===== config.mk =====
export PLATFORM = sky130hd
export DESIGN_NAME = adcp_port
export DESIGN_NICKNAME = d
export VERILOG_FILES = /design/src/rtl/adcp_pkg.sv /design/src/rtl/adcp_sync2.sv /design/src/rtl/adcp_port.sv
export SDC_FILE = /design/constraint.sdc
export NUM_CORES = 1
export LEC_CHECK = 0
export BUFFER_PORTS_ARGS = -buffer_cell sky130_fd_sc_hd__clkbuf_2
export CAP_MARGIN = 25
export CORE_MARGIN = 2
export CORE_UTILIZATION = 25
export CTS_BUF_LIST = sky130_fd_sc_hd__clkbuf_16
export DETAILED_ROUTE_END_ITERATION = 8
export PLACE_DENSITY_LB_ADDON = 0.2
export SLEW_MARGIN = 20
export SYNTH_ARGS = -nofsm -noshare
export SYNTH_HDL_FRONTEND = slang
export SYNTH_HIERARCHICAL = 1
export SYNTH_SLANG_ARGS = --single-unit

===== constraint.sdc =====
create_clock -name clock_in -period 1.6 [get_ports clock_in]
set_clock_uncertainty 0.1 [all_clocks]
set_input_delay 0.32 -clock clock_in [delete_from_list [all_inputs] [get_ports clock_in]]
set_output_delay 0.32 -clock clock_in [all_outputs]
set_load 0.01 [all_outputs]

===== src/rtl/adcp_pkg.sv =====
// Constants and types shared by the sample output port
// Notes on behaviour
// - Outside sleep, a new conversion starts on every rising edge of the convert clock, which captures the input.
// - Each sample leaves as one 12-bit parallel word five convert-clock cycles after its capture.
// - Output-enable low (or floating) drives the word pins; high puts them in high impedance.
// - Sleep request high puts the converter into power-down; low lets it convert normally.
// - Coding select high gives two's complement words; low gives straight offset binary.
// - The valid strobe is high from one clock after a valid word loads until the word changes, and capture logic latches on it.
package adcp_pkg;

  // Word and pipeline shape
  localparam int unsigned ADCP_WORD_W      = 12;
  localparam int unsigned ADCP_LATENCY     = 5;
  localparam int unsigned ADCP_CTRL_W      = 4;

  // Bit positions inside the synchronised control group
  localparam int unsigned ADCP_CTRL_CONV   = 0;
  localparam int unsigned ADCP_CTRL_SLEEP  = 1;
  localparam int unsigned ADCP_CTRL_TWOS   = 2;
  localparam int unsigned ADCP_CTRL_OE_N   = 3;

  // Values after reset
  localparam logic [ADCP_WORD_W-1:0] ADCP_WORD_RST  = 12'h000;
  localparam logic [ADCP_CTRL_W-1:0] ADCP_CTRL_RST  = 4'hA;
  localparam logic                   ADCP_FLAG_RST  = 1'b0;
  localparam logic                   ADCP_OE_N_RST  = 1'b1;
  localparam logic [3:0]             ADCP_FILL_RST  = 4'h0;

  // Converter operating state
  typedef enum logic [1:0]
  {
    ADCP_ST_SLEEP,
    ADCP_ST_FILL,
    ADCP_ST_RUN
  } adcp_state_t;

endpackage : adcp_pkg


===== src/rtl/adcp_sync2.sv =====
// Two-flop synchroniser for a group of level signals
`timescale 1ns/100ps
`default_nettype none

module adcp_sync2
  #(
    parameter int unsigned     W       = 1,
    parameter logic [W-1:0]    RST_VAL = '0
  )
  (
    // Clock and reset
    input  wire logic          clock_in,
    input  wire logic          rst_n_in,
    // Asynchronous levels in, synchronised levels out
    input  wire logic [W-1:0]  async_in,
    output var  logic [W-1:0]  sync_out
  );

  logic [W-1:0] meta_q;

  always_ff @(posedge clock_in or negedge rst_n_in)
  begin
    if (!rst_n_in)
    begin
      meta_q   <= RST_VAL;
      sync_out <= RST_VAL;
    end
    else
    begin
      meta_q   <= async_in;
      sync_out <= meta_q;
    end
  end

endmodule : adcp_sync2

`default_nettype wire


===== src/rtl/adcp_port.sv =====
// Sample output port: capture, latency pipeline, coding, strobe and drive control
`timescale 1ns/100ps
`default_nettype none

module adcp_port
  import adcp_pkg::*;
  #(
    parameter int unsigned WORD_W  = ADCP_WORD_W,
    parameter int unsigned LATENCY = ADCP_LATENCY
  )
  (
    // Clock and reset
    input  wire logic              clock_in,
    input  wire logic              rst_n_in,
    // Converter core side
    input  wire logic              convert_clock_in,
    input  wire logic [WORD_W-1:0] sample_code_in,
    input  wire logic              over_range_in,
    // Static control pins
    input  wire logic              output_enable_n_in,
    input  wire logic              sleep_request_in,
    input  wire logic              twos_complement_select_in,
    // Sample word pins
    output var  logic [WORD_W-1:0] sample_word_out,
    output var  logic              sample_word_oe_n_out,
    output var  logic              sample_valid_strobe_out,
    output var  logic              over_range_flag_out,
    // Status
    output var  logic              powered_down_out,
    output var  logic              pipeline_primed_out
  );

  logic [ADCP_CTRL_W-1:0] ctrl_async;
  logic [ADCP_CTRL_W-1:0] ctrl_s;
  logic [WORD_W:0]        core_async;
  logic [WORD_W:0]        core_s;
  logic                   conv_s;
  logic                   sleep_s;
  logic                   twos_s;
  logic                   oe_n_s;
  logic                   conv_prev_q;
  logic                   conv_rise;
  logic                   converting;
  adcp_state_t            state_q;
  adcp_state_t            state_d;
  logic [3:0]             fill_q;
  logic [WORD_W-1:0]      code_pipe_q [LATENCY];
  logic                   ovr_pipe_q  [LATENCY];
  logic                   vld_pipe_q  [LATENCY];
  logic                   word_valid_q;
  logic                   word_loaded_q;
  logic [WORD_W-1:0]      coded_word;

  // Control pins and core outputs cross into the clock domain
  assign ctrl_async[ADCP_CTRL_CONV]  = convert_clock_in;
  assign ctrl_async[ADCP_CTRL_SLEEP] = sleep_request_in;
  assign ctrl_async[ADCP_CTRL_TWOS]  = twos_complement_select_in;
  assign ctrl_async[ADCP_CTRL_OE_N]  = output_enable_n_in;
  assign core_async                  = {over_range_in, sample_code_in};

  adcp_sync2
    #(
      .W       (ADCP_CTRL_W),
      .RST_VAL (ADCP_CTRL_RST)
    )
    u_ctrl_sync
    (
      .clock_in (clock_in),
      .rst_n_in (rst_n_in),
      .async_in (ctrl_async),
      .sync_out (ctrl_s)
    );

  adcp_sync2
    #(
      .W       (WORD_W + 1),
      .RST_VAL ('0)
    )
    u_core_sync
    (
      .clock_in (clock_in),
      .rst_n_in (rst_n_in),
      .async_in (core_async),
      .sync_out (core_s)
    );

  assign conv_s  = ctrl_s[ADCP_CTRL_CONV];
  assign sleep_s = ctrl_s[ADCP_CTRL_SLEEP];
  assign twos_s  = ctrl_s[ADCP_CTRL_TWOS];
  assign oe_n_s  = ctrl_s[ADCP_CTRL_OE_N];

  // Convert clock rising edge detect
  always_ff @(posedge clock_in or negedge rst_n_in)
  begin
    if (!rst_n_in)
    begin
      conv_prev_q <= 1'b0;
    end
    else
    begin
      conv_prev_q <= conv_s;
    end
  end

  assign conv_rise  = conv_s & ~conv_prev_q;
  assign converting = (state_q != ADCP_ST_SLEEP) && !sleep_s;

  // Operating state: sleep, pipeline filling, running
  always_comb
  begin
    state_d = state_q;
    case (state_q)
      ADCP_ST_SLEEP:
      begin
        if (!sleep_s)
        begin
          state_d = ADCP_ST_FILL;
        end
      end
      ADCP_ST_FILL:
      begin
        if (sleep_s)
        begin
          state_d = ADCP_ST_SLEEP;
        end
        else if (conv_rise && (fill_q == 4'(LATENCY)))
        begin
          state_d = ADCP_ST_RUN;
        end
      end
      ADCP_ST_RUN:
      begin
        if (sleep_s)
        begin
          state_d = ADCP_ST_SLEEP;
        end
      end
      default:
      begin
        state_d = ADCP_ST_SLEEP;
      end
    endcase
  end

  always_ff @(posedge clock_in or negedge rst_n_in)
  begin
    if (!rst_n_in)
    begin
      state_q <= ADCP_ST_FILL;
    end
    else
    begin
      state_q <= state_d;
    end
  end

  // Counts captured samples until the first word reaches the pins
  always_ff @(posedge clock_in or negedge rst_n_in)
  begin
    if (!rst_n_in)
    begin
      fill_q <= ADCP_FILL_RST;
    end
    else if (state_q != ADCP_ST_FILL)
    begin
      fill_q <= ADCP_FILL_RST;
    end
    else if (conv_rise && (fill_q != 4'(LATENCY)))
    begin
      fill_q <= fill_q + 4'h1;
    end
  end

  // Latency pipeline; stage 0 is the track-and-hold capture
  always_ff @(posedge clock_in or negedge rst_n_in)
  begin
    if (!rst_n_in)
    begin
      for (int i = 0; i < LATENCY; i++)
      begin
        code_pipe_q[i] <= ADCP_WORD_RST;
        ovr_pipe_q[i]  <= ADCP_FLAG_RST;
        vld_pipe_q[i]  <= 1'b0;
      end
    end
    else if (!converting)
    begin
      for (int i = 0; i < LATENCY; i++)
      begin
        vld_pipe_q[i] <= 1'b0;
      end
    end
    else if (conv_rise)
    begin
      code_pipe_q[0] <= core_s[WORD_W-1:0];
      ovr_pipe_q[0]  <= core_s[WORD_W];
      vld_pipe_q[0]  <= 1'b1;
      for (int i = 1; i < LATENCY; i++)
      begin
        code_pipe_q[i] <= code_pipe_q[i-1];
        ovr_pipe_q[i]  <= ovr_pipe_q[i-1];
        vld_pipe_q[i]  <= vld_pipe_q[i-1];
      end
    end
  end

  // Offset binary to two's complement is an inverted top bit
  assign coded_word = code_pipe_q[LATENCY-1]
                      ^ {twos_s, {(WORD_W-1){1'b0}}};

  // Output word register, loaded on the edge that ends the latency
  always_ff @(posedge clock_in or negedge rst_n_in)
  begin
    if (!rst_n_in)
    begin
      sample_word_out     <= ADCP_WORD_RST;
      over_range_flag_out <= ADCP_FLAG_RST;
      word_valid_q        <= 1'b0;
      word_loaded_q       <= 1'b0;
    end
    else if (!converting)
    begin
      word_valid_q  <= 1'b0;
      word_loaded_q <= 1'b0;
    end
    else if (conv_rise)
    begin
      sample_word_out     <= coded_word;
      over_range_flag_out <= ovr_pipe_q[LATENCY-1];
      word_valid_q        <= vld_pipe_q[LATENCY-1];
      word_loaded_q       <= 1'b1;
    end
    else
    begin
      word_loaded_q <= 1'b0;
    end
  end

  // Strobe rises once the new word is stable and falls as it changes
  always_ff @(posedge clock_in or negedge rst_n_in)
  begin
    if (!rst_n_in)
    begin
      sample_valid_strobe_out <= 1'b0;
    end
    else if (!converting || conv_rise)
    begin
      sample_valid_strobe_out <= 1'b0;
    end
    else if (word_loaded_q && word_valid_q)
    begin
      sample_valid_strobe_out <= 1'b1;
    end
  end

  // Word pin drive follows the synchronised output-enable pin
  always_ff @(posedge clock_in or negedge rst_n_in)
  begin
    if (!rst_n_in)
    begin
      sample_word_oe_n_out <= ADCP_OE_N_RST;
    end
    else
    begin
      sample_word_oe_n_out <= oe_n_s;
    end
  end

  // Status outputs
  always_ff @(posedge clock_in or negedge rst_n_in)
  begin
    if (!rst_n_in)
    begin
      powered_down_out    <= 1'b0;
      pipeline_primed_out <= 1'b0;
    end
    else
    begin
      powered_down_out    <= (state_d == ADCP_ST_SLEEP);
      pipeline_primed_out <= (state_d == ADCP_ST_RUN);
    end
  end

endmodule : adcp_port

`default_nettype wire


# Word level (Yosys, flattened, before mapping)
# Index checks and enable logic that the tools add are counted.
# W data, S select, Z words.
classes:
  add_sub_neg: 1
  n_eq_ne: 7
  muxes: 15
  bitwise_logic: 3
  reduce_logical: 13
ops:
  columns: ["op", "count"]
  rows:
  - ["$xor A12 B12 Y12", 1]
  - ["$mux W5", 2]
  - ["$mux W2", 4]
  - ["$mux W4", 2]
  - ["$mux W1", 6]
  - ["$pmux W2 S3", 1]
  - ["$reduce_bool A2 Y1", 3]
  - ["$add A4 B1 Y4 const B", 1]
  - ["$eq A2 B2 Y1 const B", 2]
  - ["$eq A4 B3 Y1 const B", 1]
  - ["$logic_and A1 B1 Y1", 4]
  - ["$logic_not A2 Y1", 2]
  - ["$ne A4 B3 Y1 const B", 1]
  - ["$eq A2 B1 Y1 const B", 1]
  - ["$logic_not A1 Y1", 2]
  - ["$ne A2 B1 Y1 const B", 1]
  - ["$ne A2 B2 Y1 const B", 1]
  - ["$reduce_and A2 Y1", 1]
  - ["$and A1 B1 Y1", 1]
  - ["$logic_or A1 B1 Y1", 1]
  - ["$not A1 Y1", 1]
word_totals:
  ff_bits: 130
  word_cells: 69

# Logic depth before layout (Yosys ltp)
depth:
  depth_word: 7
  ltp_mapped: 6
  mapped_depth_nobuf: 5

# Hierarchy
# Netlist, hierarchy kept.
by_module_without_submodules:
  columns: ["mod", "n_inst", "cells_per_inst", "area_each_um2", "seq_area_each_um2"]
  rows:
  - ["adcp_port", 1, 223, 3918.8, 2404.8]
  - ["adcp_sync2 (u_core_sync)", 1, 26, 650.6, 650.6]
  - ["adcp_sync2 (u_ctrl_sync)", 1, 8, 205.2, 205.2]

# Least setup slack after synthesis
# No wires, ideal clock.
synth_path:
  path_kind: "reg-to-reg"
  start: "register state_q[0]"
  end: "register code_pipe_q[0] in the netlist's numbering"
  arrival_ns: 1.355
  required_time_ns: 1.375
  path_slack_ns: 0.020
  path_stages_with_launch: 6
  period_less_slack_ns: 1.580
  path_cell_list: "dfstp_2 o21bai_4 nor2_4 buf_12 buf_12 mux2_4"
synth_between:
  elab_chain_cells: 3
synth_lines:
  columns: ["element", "line_no", "source"]
  rows:
  - ["start, declared", "adcp_port.sv:44", "adcp_state_t state_q;"]
  - ["start signal, assigned", "adcp_port.sv:153", "state_q <= state_d;"]
  - ["$reduce_bool A2 Y1", "adcp_port.sv:106", "assign converting = (state_q != ADCP_ST_SLEEP) && !sleep_s;"]
  - ["$logic_and A1 B1 Y1", "adcp_port.sv:106", null]
  - ["$reduce_and A2 Y1 (no line)", null, null]
  - ["end signal, assigned by index", "adcp_port.sv:200", "code_pipe_q[i] <= code_pipe_q[i-1];"]
  - ["end, declared", "adcp_port.sv:47", "logic [WORD_W-1:0] code_pipe_q [LATENCY];"]
# Every way passes these cells.
# A chain may end at the register's enable or synchronous reset.

# Final worst setup path
layout_path:
  start: "register state_q[0]"
  end: "register code_pipe_q[1] in the netlist's numbering"
# Same word-level chain as after synthesis.

==> out/summary.txt <==
Outcome - finished with violations
Failing checks - setup timing
TNS Setup - -0.8849 ns
Initial Utilization - 0.2553
CP max stage cell - dfstp_2
CP cell instances - o21bai_4 -> nor2_4 -> buf_12 -> clkbuf_16 -> mux2_4
Measured slew at the worst slew-check pin - 0.3547 ns
Post-route setup slack - -0.03239 ns
Clk_lat worst skew - 0.41 ns
Vias in the first global route - 2412
Worst hold stages - 0
Share of cells above drive strength 1 - 0.4915
Reg power frac - 0.460
Design area - 0.006151 sq mm
IO Pins - 36
Sw Ratio - 0.2160
Met2 Wirelength - 3086 um
Crit path max-delay family - flip-flops
Largest net degree at the start of global routing - 48
Highest routed layer - met4
Root Buffer - clkbuf_16
First-pass GRT wire length - 12360 um
# diodes - 0
PD cells - 1517 mW/mm^2
Die height - 142.2 um
DR WL/cell - 12.65 um
CTS clk-pin slew, worst paths - 0.05 ns
#FFs+latches synth - 130
FMAX - 0.6126 GHz
H-Tree Depth - 4
# DRC - 0
Grt ovf - 0
TritonCTS Buffers - 17
Max Slew Vio Count - 0
Area after DPL - 0.005243 sq mm
Post-Route M1 WL - 3772 um
Min-Delay Path Class - flop to flop
Finished Core Util - 0.3288
Area Growth Syn to Fin - 28.83%
Sw power - 2.016 mW
Final hold viol count - 0
Slowest cell delay on critical path - 0.55 ns
Core Region - 0.01871 sq mm
CTS sink count - 130
CTS Buffer Depth - 2
Static Leak - 2.858 nW
Total number of vias - 2277
Total power - 9.331 mW
Worst rel slew slack - 0.7635
DRT antenna net count - 0
TritonCTS clock tree - built
Max-cap violations - 0
DR iter-0 viols - 102
Endpoints failing setup - 46
Metal3 WL - 368 um
Cell variety after synth - 29
Post-Route WL - 7412 um
CP bufs+invs - 2
Post-synthesis cell count - 257
DP HPWL - 4422 um
Combinational Power Share - 0.118
Vias/cell - 3.886
Area of the die - 0.02022 sq mm
Drt pass-1 iters - 4
Synth Warn # - 6
Syn Area/Cell - 18.58 sq um
Max IR drop VDD - 747.9 uV
Die W - 142.2 um
Syn Nets - 278
Hold WS - 0.2447 ns
CP Depth - 5
Int Power - 7.315 mW
Post-Layout Cell Count - 586
Crit-path max FO - 17
Antenna violations before repair - 0
Clock Power Share - 0.421
PortBufs - 35
Startpoint Class - flop
Unrepaired setup endpoints after global routing - yes
Setup CP Type - flop to flop
FP Rows - 50
Placed cells - 529
Global-route usage over all layers - 0.08176
Most common cell after layout, fill and taps aside - dfrtp_1
CP required - 1.80 ns
FF-to-FF path depth - 5
Post-Syn Area - 0.004775 sq mm
Register area share after synthesis - 0.6829
Final Cycle Share - 1.020
Critical Path End Type - flop
Nets - 360
Pre-CTS setup slack - -0.05233 ns
Most frequent cells in the layout - 124 x dfrtp_1, 54 x mux2_4, 34 x clkbuf_2
Minimum clock period - 1.632 ns
Final GP Congestion - 0.6384
CP arrival - 1.83 ns
worst reg2reg max path: stages, from the launching register on:
cell       delay, ns
dfstp_2         0.55
o21bai_4        0.07
nor2_4          0.12
buf_12          0.15
clkbuf_16       0.22
mux2_4          0.31
cell usage after synthesis, drive strengths merged:
library cell  instances  area, sq um
clkbuf                1        3.750
o21ai                 3        15.01
mux2                 78         1081
a21oi                 7        35.03
or3                   2        12.51
ha                    2        25.02
a21o                  1        7.510
and3b                 1        8.760
dfstp                 6        157.7
a22o                  5        43.79
nand2b                3        21.27
dfrtp               124         3103
nand4b                1        8.760
nand3                 1        5.000
nor3                  2        10.01
inv                   1        3.750
buf                   9        150.1
a311oi                1        8.760
and4b                 1        10.01
nor2                  4        22.52
or4                   1        7.510
o21bai                1        18.77
nor2b                 1        6.260
xor2                  1        8.760
layout make-up:
| cell class | count | area, sq um |
|---|---|---|
| Fill cell | 1825 | 12550 |
| Sequential cell | 130 | 3261 |
| Multi-Input combinational cell | 116 | 1370 |
| Timing Repair Buffer | 73 | 620.6 |
| Clock buffer | 17 | 425.4 |
| Tap cell | 234 | 292.8 |
| Clock inverter | 15 | 177.7 |
| Inverter | 1 | 3.754 |
power by group through the flow:
stage          sequential (mW)  combinational [mW]  clock, mW
2_1_floorplan             4.27               0.824          0
3_3_place_gp              4.35                1.04          0
3_5_place_dp              4.37                1.07          0
4_1_cts                   4.31                1.11       4.08
5_1_grt                   4.40                1.21       4.22
6_report                  4.30                1.11       3.93
worst paths after layout:
check                                       from                       to  slack [ns]
min                        u_core_sync/meta_q[1]  u_core_sync/sync_out[1]        0.24
max in group asynchronous               rst_n_in      sample_word_out[10]        0.58
min in group asynchronous               rst_n_in    u_core_sync/meta_q[8]        0.27
min reg2reg                u_core_sync/meta_q[1]  u_core_sync/sync_out[1]        0.24
max                                   state_q[0]           code_pipe_q[1]       -0.03
max reg2reg                           state_q[0]           code_pipe_q[1]       -0.03
metal layers:
layer,vias up,track usage
met5,-,0
met4,0,0.05368
met3,13,0.03701
met2,42,0.1040
met1,1146,0.1100
li1,1076,-
flip-flops by register name, summed over array words and instances, names as in the netlist:
register                 cells
sample_word_out             12
word_loaded_q                1
u_core_sync/sync_out        13
ovr_pipe_q                   5
pipeline_primed_out          1
over_range_flag_out          1
conv_prev_q                  1
vld_pipe_q                   5
state_q                      2
code_pipe_q                 60
u_ctrl_sync/sync_out         4
u_core_sync/meta_q          13
powered_down_out             1
u_ctrl_sync/meta_q           4
sample_word_oe_n_out         1
fill_q                       4
sample_valid_strobe_out      1
word_valid_q                 1
logic make-up after synthesis:
group	after synthesis	share of synthesized area
AO/OA/AOI/OAI	18	0.02699
flip-flops	130	0.6829
adder cells (fa/ha/maj)	2	0.005240
multiplexers	78	0.2264
AND/OR/NAND/NOR	17	0.02359
XOR/XNOR	1	0.001835
buffers and inverters	11	0.03302
what timing repair did:
action | CTS | global route
resized for setup | 0 | 6
endpoints found under the setup margin | 70 | 82
hold endpoints to repair | 47 | 0
buffers inserted | 0 | 4
cloned | 0 | 3
hold buffers | 18 | 0
pin swaps | 0 | 1
(Power assumes the default switching activity.)
